<file path="config.mk">
export PLATFORM = sky130hd
export DESIGN_NAME = ci2c_slave
export DESIGN_NICKNAME = d
export VERILOG_FILES = /design/src/ci2c_slave.v /design/src/ci2c_sync.v /design/src/ci2c_cond.v
export VERILOG_INCLUDE_DIRS = /design/src
export SDC_FILE = /design/constraint.sdc
export NUM_CORES = 1
export LEC_CHECK = 0
export ABC_CLOCK_PERIOD_IN_PS = 3250
export BUFFER_PORTS_ARGS = -buffer_cell sky130_fd_sc_hd__buf_2
export CORE_MARGIN = 2
export CORE_UTILIZATION = 26
export DETAILED_ROUTE_END_ITERATION = 16
export PLACE_DENSITY = 0.39
export SYNTH_ARGS = -nofsm -noshare
export SYNTH_HDL_FRONTEND = slang
export SYNTH_SLANG_ARGS = --single-unit
</file>
<file path="constraint.sdc">
create_clock -name clk_i -period 3.25 [get_ports clk_i]
set_clock_uncertainty 0.05 [all_clocks]
set_input_delay 0.4875 -clock clk_i [delete_from_list [all_inputs] [get_ports clk_i]]
set_output_delay 0.4875 -clock clk_i [all_outputs]
set_load 0.01 [all_outputs]
</file>
<file path="src/ci2c_defines.vh">
`ifndef CI2C_DEFINES_VH
`define CI2C_DEFINES_VH
// 7-bit slave address 011 0101
`define CI2C_SLAVE_ADDR 7'h35
`define CI2C_ADDR_WR 8'h6A
`define CI2C_ADDR_RD 8'h6B
`define CI2C_GEN_CALL 8'h00
// bits per byte before the acknowledge slot
`define CI2C_BITS 4'h8
// reset value of the register pointer
`define CI2C_PTR_RST 8'h00
// reset value of the high-speed filter select
`define CI2C_HS_RST 1'b0
// high-speed master code pattern 0000 1xxx, upper five bits
`define CI2C_HS_CODE 5'h01
`endif

</file>
<file path="src/ci2c_slave.v">
`timescale 1ns/1ps
`include "ci2c_defines.vh"
module ci2c_slave (
  input wire clk_i,
  input wire rst_n_i,
  input wire scl_i,
  input wire sda_i,
  output wire scl_o,
  output wire scl_oe_o,
  output wire sda_o,
  output wire sda_oe_o,
  output reg [7:0] wr_addr_o,
  output reg [7:0] wr_data_o,
  output reg wr_en_o,
  output wire [7:0] rd_addr_o,
  input wire [7:0] rd_data_i,
  output reg hs_mode_o,
  output wire busy_o
);
  // ----------------------------------------
  // states
  // ----------------------------------------
  localparam ST_IDLE = 3'h0;
  localparam ST_ADDR = 3'h1;
  localparam ST_ACK = 3'h2;
  localparam ST_PTR = 3'h3;
  localparam ST_WDAT = 3'h4;
  localparam ST_RDAT = 3'h5;
  localparam ST_RACK = 3'h6;

  wire scl_s;
  wire sda_s;
  wire scl_rise;
  wire scl_fall;
  wire start;
  wire stop;
  reg [2:0] state_reg;
  reg [2:0] after_reg; // state to enter once the ack slot ends
  reg [3:0] cnt_reg;
  reg [7:0] shift_reg;
  reg [7:0] ptr_reg;
  reg [7:0] tx_reg;
  reg drive_low_reg;
  reg ack_wr_reg; // this ack slot carries a data byte to store
  reg first_rd_reg;

  // ----------------------------------------
  // pin sampling
  // ----------------------------------------
  ci2c_sync u_sync_scl (
    .clk_i(clk_i),
    .rst_n_i(rst_n_i),
    .d_i(scl_i),
    .q_o(scl_s)
  );
  ci2c_sync u_sync_sda (
    .clk_i(clk_i),
    .rst_n_i(rst_n_i),
    .d_i(sda_i),
    .q_o(sda_s)
  );
  // oversampling at 250 MHz covers any bus rate to 400 kHz
  ci2c_cond u_cond (
    .clk_i(clk_i),
    .rst_n_i(rst_n_i),
    .scl_i(scl_s),
    .sda_i(sda_s),
    .scl_rise_o(scl_rise),
    .scl_fall_o(scl_fall),
    .start_o(start),
    .stop_o(stop)
  );

  // clock line never driven: no stretching
  assign scl_o = 1'b0;
  assign scl_oe_o = 1'b0;
  // open drain: drive only a low, otherwise released
  assign sda_o = 1'b0;
  assign sda_oe_o = drive_low_reg;
  assign rd_addr_o = ptr_reg;
  assign busy_o = (state_reg != ST_IDLE);

  // ----------------------------------------
  // protocol engine
  // ----------------------------------------
  // bits are sampled on scl rise and the output changes on scl fall,
  // so the data line is steady for the whole high phase
  always @(posedge clk_i or negedge rst_n_i) begin
    if (!rst_n_i) begin
      state_reg <= ST_IDLE;
      after_reg <= ST_IDLE;
      cnt_reg <= 4'h0;
      shift_reg <= 8'h00;
      ptr_reg <= `CI2C_PTR_RST;
      tx_reg <= 8'h00;
      drive_low_reg <= 1'b0;
      ack_wr_reg <= 1'b0;
      first_rd_reg <= 1'b0;
      wr_addr_o <= 8'h00;
      wr_data_o <= 8'h00;
      wr_en_o <= 1'b0;
      hs_mode_o <= `CI2C_HS_RST;
    end else begin
      wr_en_o <= 1'b0;
      if (stop) begin
        // stop frees the bus and restores standard filters
        state_reg <= ST_IDLE;
        drive_low_reg <= 1'b0;
        hs_mode_o <= `CI2C_HS_RST;
      end else if (start) begin
        // repeated start is the same as start; filter mode kept
        state_reg <= ST_ADDR;
        cnt_reg <= 4'h0;
        drive_low_reg <= 1'b0;
      end else begin
        case (state_reg)
          ST_IDLE: begin
            // clock edges ignored until the next start
            drive_low_reg <= 1'b0;
          end
          ST_ADDR, ST_PTR, ST_WDAT: begin
            if (scl_rise) begin
              shift_reg <= {shift_reg[6:0], sda_s};
              cnt_reg <= cnt_reg + 4'h1;
            end else if (scl_fall && cnt_reg == `CI2C_BITS) begin
              cnt_reg <= 4'h0;
              ack_wr_reg <= 1'b0;
              case (state_reg)
                ST_ADDR: begin
                  if (shift_reg[7:1] == `CI2C_SLAVE_ADDR) begin
                    drive_low_reg <= 1'b1;
                    state_reg <= ST_ACK;
                    after_reg <= shift_reg[0] ? ST_RDAT : ST_PTR;
                    first_rd_reg <= shift_reg[0];
                  end else begin
                    // master code switches filters, never acked
                    if (shift_reg[7:3] == `CI2C_HS_CODE) begin
                      hs_mode_o <= 1'b1;
                    end
                    // general call and foreign addresses are dropped
                    state_reg <= ST_IDLE;
                  end
                end
                ST_PTR: begin
                  ptr_reg <= shift_reg;
                  drive_low_reg <= 1'b1;
                  state_reg <= ST_ACK;
                  after_reg <= ST_WDAT;
                end
                default: begin
                  // every data byte acked, including the last
                  drive_low_reg <= 1'b1;
                  ack_wr_reg <= 1'b1;
                  state_reg <= ST_ACK;
                  after_reg <= ST_WDAT;
                end
              endcase
            end
          end
          ST_ACK: begin
            if (scl_rise && ack_wr_reg) begin
              // store lands at the acknowledge rising edge
              wr_addr_o <= ptr_reg;
              wr_data_o <= shift_reg;
              wr_en_o <= 1'b1;
              ptr_reg <= ptr_reg + 8'h01;
              ack_wr_reg <= 1'b0;
            end else if (scl_fall) begin
              drive_low_reg <= 1'b0;
              state_reg <= after_reg;
              cnt_reg <= 4'h0;
              if (after_reg == ST_RDAT) begin
                // first read bit goes out right after the ack
                tx_reg <= {rd_data_i[6:0], 1'b0};
                drive_low_reg <= ~rd_data_i[7];
                cnt_reg <= 4'h1;
              end
            end
          end
          ST_RDAT: begin
            if (scl_fall) begin
              if (cnt_reg == `CI2C_BITS) begin
                // release for the master's ack slot
                drive_low_reg <= 1'b0;
                ptr_reg <= ptr_reg + 8'h01;
                state_reg <= ST_RACK;
              end else begin
                drive_low_reg <= ~tx_reg[7];
                tx_reg <= {tx_reg[6:0], 1'b0};
                cnt_reg <= cnt_reg + 4'h1;
              end
            end
          end
          ST_RACK: begin
            if (scl_rise) begin
              // low means more bytes wanted, high ends the read
              first_rd_reg <= ~sda_s;
            end else if (scl_fall) begin
              if (first_rd_reg) begin
                tx_reg <= {rd_data_i[6:0], 1'b0};
                drive_low_reg <= ~rd_data_i[7];
                cnt_reg <= 4'h1;
                state_reg <= ST_RDAT;
              end else begin
                // nack: wait quietly for stop or repeated start
                state_reg <= ST_IDLE;
              end
            end
          end
          default: begin
            state_reg <= ST_IDLE;
          end
        endcase
      end
    end
  end
endmodule // ci2c_slave

</file>
<file path="src/ci2c_sync.v">
`timescale 1ns/1ps
// ----------------------------------------
// two-flop synchroniser for one pin input
// ----------------------------------------
module ci2c_sync (
  input wire clk_i,
  input wire rst_n_i,
  input wire d_i,
  output wire q_o
);
  reg meta_reg;
  reg sync_reg;
  // pins idle high, so reset to one to avoid a false start at release
  always @(posedge clk_i or negedge rst_n_i) begin
    if (!rst_n_i) begin
      meta_reg <= 1'b1;
      sync_reg <= 1'b1;
    end else begin
      meta_reg <= d_i;
      sync_reg <= meta_reg;
    end
  end
  assign q_o = sync_reg;
endmodule // ci2c_sync

</file>
<file path="src/ci2c_cond.v">
`timescale 1ns/1ps
// ----------------------------------------
// edge and start/stop condition detector
// ----------------------------------------
module ci2c_cond (
  input wire clk_i,
  input wire rst_n_i,
  input wire scl_i,
  input wire sda_i,
  output wire scl_rise_o,
  output wire scl_fall_o,
  output wire start_o,
  output wire stop_o
);
  reg scl_reg;
  reg sda_reg;
  // previous samples of the synchronised lines
  always @(posedge clk_i or negedge rst_n_i) begin
    if (!rst_n_i) begin
      scl_reg <= 1'b1;
      sda_reg <= 1'b1;
    end else begin
      scl_reg <= scl_i;
      sda_reg <= sda_i;
    end
  end
  // data moving while clock high is a control condition only
  assign scl_rise_o = scl_i & ~scl_reg;
  assign scl_fall_o = ~scl_i & scl_reg;
  assign start_o = scl_i & scl_reg & sda_reg & ~sda_i;
  assign stop_o = scl_i & scl_reg & ~sda_reg & sda_i;
endmodule // ci2c_cond

</file>
==> key figures, run 1 <==
Clocking
  • CTS tree: built
  • H-tree levels: 3
  • Worst-path clk slew: 0.05 ns
  • Clock Tree Buf Depth: 2
  • CTS Sinks: 60
  • CTS Hold Bufs: 0
  • Clk root buf: clkbuf_16
  • Skew-Pair Late Insertion Delay: 0.33 ns
  • TritonCTS buffer count: 9
  • Post-CTS Repair Setup Buffers: 0
  • Cts repair resizes: 0

Cells and area
  • Fin nets: 386
  • Finished layout cell area: 0.00376 sq mm
  • Commonest non-fill, non-tap cell in the layout: nand2_1
  • Antenna fix cells: 0
  • Final Core Density: 31.6%
  • Layout cells sized above 1: 25.0%
  • Final cell count without fillers: 523
  • Filler cell count: 1258
  • Commonest cells after routing, fill and taps aside: nand2_1 (71), dfrtp_1 (54), buf_2 (39)
  • Synth-to-Final Area Change: 20.0%

Placed design
  • Pre-CTS setup slack: 0.774 ns
  • Port bufs: 39
  • DP Cell Count: 507
  • HPWL after detailed placement: 5640 um
  • RePlAce Congestion: 0.782
  • Placed cell area: 0.00350 sq mm

Synth
  • Dominant synthesized flop cell: dfrtp_1
  • Yosys reg bits: 60
  • Top cells by area, synth: dfrtp_1 (43%), nand2_1 (8.5%), mux2_2 (5.7%)
  • Register area share after synthesis: 48.1%
  • Mapped Area: 0.00314 sq mm
  • Synthesized area per cell: 9.54 sq um
  • Async S/R FF share, synth: 100%
  • Yosys warns: 0
  • Cell taking the most area after synthesis: dfrtp_1
  • Area share of the largest cell type after synthesis: 43.1%
  • Unique masters post-synth: 55
  • Gate Count Post-Synth: 329
  • Post-synth EDFFs: 0

Pwr
  • Switching Share: 24.5%
  • Reg power frac: 45.3%
  • Pwr per Cell Area: 466 mW/mm^2
  • Clock power frac: 48.6%
  • Combinational Power Share: 6.2%
  • Leakage power: 1.89 nW
  • Overall Power: 1.75 mW
  • Internal power: 1.32 mW
  • Worst vdd ir: 213 uV
  • Net switching power: 0.429 mW

Global routing
  • Largest net degree at the start of global routing: 32
  • Antenna violations before repair: 0
  • Final global-route overflow total: 0
  • Vias in the first global route: 2536
  • First-pass GRT wire length: 13500 um
  • All-layer global routing usage: 13.5%

Drt
  • Via density: 4.73
  • Pre-antenna DRT Iters: 4
  • Via count: 2472
  • Routed len/inst: 15.4 um
  • Drt drc: 0
  • Antenna Violating Nets Remaining: 0
  • Initial DRC count: 210
  • Total wire length: 8070 um

STA
  • Final setup margin: 0.772 ns
  • Fmax: 403 MHz
  • Final Max Slew Viols: 0
  • Hold WS: 0.190 ns
  • Tmin final: 2.48 ns
  • RSZ-0062 raised after global routing: no
  • Final setup fails: 0
  • Worst slew pin tran: 0.964 ns
  • Period utilisation layout: 76.3%
  • Worst slew margin: 35.3%
  • TNS Setup: 0 ns
  • Final hold violation count: 0

Setup path
  • Critical Path AT: 2.64 ns
  • CP required: 3.41 ns
  • CP Max Fanout: 18
  • Startpoint Class: register
  • WS Path Type: reg2reg
  • CP endpoint kind: register

Floorplanning
  • Core Area: 0.0119 sq mm
  • I/O Pins: 43
  • Die W: 114 um
  • Starting Density: 26.3%
  • # rows: 40
  • Die Ht: 114 um
  • Die ar.: 0.0130 sq mm

Status
  • Outcome: complete, no violations

Min path
  • Worst Hold Class: in2async

Job
  • Max-Cap Viols: 0
final timing paths:
check / from / end / slack (ns) / cells after the start
min in group clk_i: sda_i / u_sync_sda.meta_reg$_DFF_PN1_ / 0.21 / 1
worst min register to register: u_sync_sda.meta_reg$_DFF_PN1_ / u_sync_sda.q_o$_DFF_PN1_ / 0.30 / 0
worst max register to register: u_cond.scl_reg$_DFF_PN1_ / tx_reg[5]$_DFFE_PN0P_ / 0.77 / 6
worst max-delay path: u_cond.scl_reg$_DFF_PN1_ / tx_reg[5]$_DFFE_PN0P_ / 0.77 / 6
max in group asynchronous: rst_n_i / u_cond.scl_reg$_DFF_PN1_ / 2.25 / 2
worst min-delay path: rst_n_i / wr_addr_o[0]$_DFFE_PN0P_ / 0.19 / 1
critical path, stage by stage (launching register included):
cell      delay [ns]
dfstp_2         0.58
nand3b_1        0.15
or3_1           0.17
inv_4           0.11
or4_1           0.53
a211o_1         0.41
mux2_4          0.35
cells in the mapped netlist, types with 4 or more instances:
cell and count:
nor2_1 14, nor3b_1 4, a211o_1 5, nor2b_1 8, mux2_2 16, dfstp_2 6, dfrtp_1 54, nand3b_1 4
nand2_1 71, a21oi_1 20, nand3_1 8, nand2b_1 7, o21ai_0 18, mux2_4 6, clkbuf_1 10, inv_1 8
o22ai_1 5
logic make-up after synthesis:
logic type      after synthesis  share of synthesized area, %
simple gates                136                          20.8
compound gates               75                          15.5
flops                        60                          48.1
buf+inv                      27                          4.19
mux                          25                          9.57
fa+ha+maj                     3                          1.20
xor+xnor                      2                         0.558
other cells                   1                         0.120
power groups by stage:
stage                     combinational (mW)  sequential, mW  clock (mW)
after global placement                 0.109           0.807           0
final                                  0.108           0.794       0.851
after detailed placement               0.111           0.807           0
after CTS                              0.112           0.794       0.882
after global routing                   0.123           0.797       0.909
after floorplan                       0.0673           0.797           0
cell type report:
class / instances / area, sq um / area share (%)
Clock inverter: 5 / 30.0 / 0.798
Timing Repair Buffer: 47 / 268 / 7.11
Sequential cell: 60 / 1510 / 40.1
Clock buffer: 11 / 233 / 6.18
Inverter: 9 / 36.3 / 0.964
Multi-Input combinational cell: 244 / 1510 / 40.0
Tap cell: 147 / 184 / 4.89
metal layers:
metal | up-vias | GRT usage, % | part of all wire [%]
met5 | - | 0 | 0
met4 | 0 | 4.96 | 1.6
met3 | 12 | 3.61 | 4.0
met2 | 46 | 22.2 | 48
met1 | 1176 | 17.0 | 47
li1 | 1238 | - | -
(Power assumes the default switching activity.)
==> run 2: changes to the inputs <==
ABC_AREA = 1   (was unset)
ABC_CLOCK_PERIOD_IN_PS = 2050   (was 3250)
PLACE_DENSITY = 0.41   (was 0.39)
clock period = 2.05 ns   (was 3.25 ns; I/O delays follow)
==> run 2 against run 1 <==
Compared with the run above: global-route usage is 0.59 points lower; total power is 89% higher; critical path depth increased by 3; area after synthesis up 5.4%; cell count increased by 22%; largest power group unchanged; non-clock buffer count down 2.
==> key figures, run 2 <==
Setup path
  • Critical R2R Launch: u_sync_sda.q_o$_DFF_PN1_
  • Critical Path AT: 1.98 ns (-0.66 ns)
  • Top delay family on crit path: simple AND/OR/NAND/NOR gates
  • Max incr delay on CP: 0.54 ns (-0.04 ns)
  • CP required: 2.22 ns (-1.19 ns)
  • Reg2reg path depth: 9 (+3)
  • CP max stage cell: dfstp_2
  • CP most frequent cell: nand2_1
  • CP Cell Sequence: inv_1 -> nand2_1 -> nor2_4 -> nor2_4 -> nand2_1 -> nor2_4 -> nand2_4 -> nand2_1 -> nand2_1
  • RR Endpoint: tx_reg[1]$_DFFE_PN0P_
  • CP endpoint kind: register
  • WS Path Type: reg2reg
  • R2r setup slk: 0.24 ns (-0.53 ns)
  • Buffers & Inverters on Critical Path: 1 (unchanged)
  • CP Max Fanout: 8 (-10)
  • Startpoint Class: register

STA
  • Period utilisation layout: 88.4% (+12 points)
  • Tmin final: 1.81 ns (-0.666 ns)
  • Fmax: 552 MHz (+37%)
  • TNS Setup: 0 ns (unchanged)
  • Final Max Slew Viols: 0 (unchanged)
  • RSZ-0062 raised after global routing: no
  • Final hold violation count: 0 (unchanged)
  • Hold WS: 0.0232 ns (-0.167 ns)
  • Final setup fails: 0 (unchanged)

Clocking
  • CTS tree: built
  • Clock Tree Buf Depth: 2 (unchanged)
  • Cts repair resizes: 0 (unchanged)
  • Skew-Pair Late Insertion Delay: 0.33 ns (about the same)
  • CTS Hold Bufs: 1 (+1)
  • H-tree levels: 3 (unchanged)
  • Post-CTS Repair Setup Buffers: 0 (unchanged)
  • Clk root buf: clkbuf_16
  • CTS Sinks: 60 (unchanged)
  • Worst-path clk slew: 0.05 ns (about the same)
  • TritonCTS buffer count: 9 (unchanged)

Global routing
  • Gr busiest metal: met1
  • M1 GR Usage: 18.8% (+1.8 points)
  • Met3 usage: 2.47% (-1.1 points)
  • First-pass GRT wire length: 13500 um (+0.10%)
  • Met2 Use GR: 18.5% (-3.7 points)
  • All-layer global routing usage: 12.9% (-0.59 points)
  • Largest net degree at the start of global routing: 61 (+91%)
  • Antenna violations before repair: 0 (unchanged)
  • Vias in the first global route: 2631 (+3.7%)
  • Final global-route overflow total: 0 (unchanged)

Pwr
  • Leakage power: 1.95 nW (+3.1%)
  • Pwr per Cell Area: 824 mW/mm^2 (+77%)
  • Worst vdd ir: 344 uV (+61%)

Synth
  • Area share of the largest cell type after synthesis: 40.9% (-2.2 points)
  • Commonest cells in the netlist: nand2_1 (136), dfrtp_1 (54), inv_1 (38), o21ai_0 (38), nand3_1 (37)
  • Yosys warns: 0 (unchanged)
  • Most frequent cell after synthesis: nand2_1
  • Gate Count Post-Synth: 416 (+26%)
  • Cell taking the most area after synthesis: dfrtp_1
  • Yosys reg bits: 60 (unchanged)
  • Dominant synthesized flop cell: dfrtp_1
  • Post-synth EDFFs: 0 (unchanged)
  • Unique masters post-synth: 35 (-36%)
  • Mapped Area: 0.00331 sq mm (+5.4%)
  • Top cells by area, synth: dfrtp_1 (41%), nand2_1 (15%), o21ai_0 (5.8%)
  • Register area share after synthesis: 45.6% (-2.5 points)
  • Async S/R FF share, synth: 100% (unchanged)
  • Synthesized area per cell: 7.95 sq um (-17%)

Cells and area
  • Antenna fix cells: 0 (unchanged)
  • Finished layout cell area: 0.00402 sq mm (+6.7%)
  • Filler cell count: 1372 (+9.1%)
  • Layout cells sized above 1: 23.8% (-1.2 points)
  • Commonest cells after routing, fill and taps aside: nand2_1 (136), dfrtp_1 (54), buf_2 (39)
  • Fin nets: 476 (+23%)
  • Synth-to-Final Area Change: 21.5%
  • Commonest non-fill, non-tap cell in the layout: nand2_1

Drt
  • Pre-antenna DRT Iters: 5 (+1)
  • Initial DRC count: 87 (-59%)
  • Antenna Violating Nets Remaining: 0 (unchanged)
  • Via count: 2682 (+8.5%)
  • Routed len/inst: 12.6 um (-19%)
  • Drt drc: 0 (unchanged)
  • Via density: 4.20 (-11%)
  • Total wire length: 8020 um (-0.64%)

Placed design
  • Placed cell area: 0.00368 sq mm (+5.0%)
  • Port bufs: 39 (unchanged)
  • HPWL after detailed placement: 5830 um (+3.3%)
  • RePlAce Congestion: 0.822 (+5.1%)

Min path
  • Worst Hold Class: in2reg
  • Hold path depth: 1
  • Min-Delay Endpoint: u_sync_scl.meta_reg$_DFF_PN1_
  • Hold Startpoint: scl_i

Floorplanning
  • Core Area: 0.0125 sq mm (+5.1%)
  • # rows: 41 (+2.5%)
  • Starting Density: 26.4% (+0.075 points)
  • Die W: 117 um (+2.6%)
  • Die ar.: 0.0136 sq mm (+5.2%)
  • I/O Pins: 43 (unchanged)
  • Die Ht: 117 um (+2.6%)

Status
  • Outcome: complete, no violations

Job
  • Max-Cap Viols: 0 (unchanged)
==> run 2: cell types whose count changed after synthesis, moves of 16 or more <==
cell / delta
nand2_1: +65
inv_1: +30
nand3_1: +29
o21ai_0: +20
a21oi_1: -16
mux2_2: -16
==> run 2: layout make-up <==
cell class                      instances  area, sq um  area share [%]
Timing Repair Buffer                   45          268            6.66
Inverter                               44          175            4.36
Tap cell                              172          215            5.36
Clock inverter                          3         68.8            1.71
Multi-Input combinational cell        301         1520            37.9
Clock buffer                           13          260            6.48
Sequential cell                        60         1510            37.6
==> run 2: where the power goes <==
group	internal, mW	total, mW	switching, mW
Sequential	1.24	1.29	0.0522
Combinational	0.107	0.324	0.216
Clock	1.13	1.70	0.563
==> run 2: routing by layer <==
metal	share of wire, %	vias to the layer above
li1	-	1416
met1	54	1219
met2	42	37
met3	2.6	10
met4	2.1	0
met5	0	-
==> run 2: how the worst max path moves through the flow <==
stage / to / cells after the start / start
3_5_place_dp: tx_reg[1]$_DFFE_PN0P_ / 9 / u_sync_sda.q_o$_DFF_PN1_
3_3_place_gp: tx_reg[2]$_DFFE_PN0P_ / 9 / u_sync_sda.q_o$_DFF_PN1_
5_1_grt: rd_addr_o[5]$_DFFE_PN0P_ / 12 / cnt_reg[0]$_DFFE_PN0P_
2_1_floorplan: tx_reg[1]$_DFFE_PN0P_ / 9 / u_sync_sda.q_o$_DFF_PN1_
4_1_cts: tx_reg[1]$_DFFE_PN0P_ / 9 / u_sync_sda.q_o$_DFF_PN1_
6_report: tx_reg[1]$_DFFE_PN0P_ / 9 / u_sync_sda.q_o$_DFF_PN1_
==> run 2: kinds of logic after synthesis <==
group / count (synthesis) / share of synthesized area (%)
flip-flops: 60 / 45.6
buffers and inverters: 57 / 8.59
adder cells (fa/ha/maj): 3 / 1.14
other: 1 / 0.113
AO/OA/AOI/OAI: 56 / 9.46
AND/OR/NAND/NOR: 237 / 34.5
XOR/XNOR: 2 / 0.530
==> run 2: worst register-to-register path, cell delays in order (launching register included) <==
cell	delay, ns
dfstp_2	0.54
inv_1	0.08
nand2_1	0.11
nor2_4	0.08
nor2_4	0.24
nand2_1	0.14
nor2_4	0.22
nand2_4	0.12
nand2_1	0.08
nand2_1	0.05
==> run 2: metrics by stage <==
step / std cells / util (%) / setup slack (ns) / total power [mW]
floorplan: 418 / - / 0.489 / 1.53
global placement: 621 / 29.4 / 0.245 / 1.64
detailed placement: 621 / 29.4 / 0.233 / 1.64
CTS: 638 / 32.1 / 0.220 / 3.36
global route: 638 / 32.1 / 0.0659 / 3.45
finish: 638 / 32.1 / 0.238 / 3.31
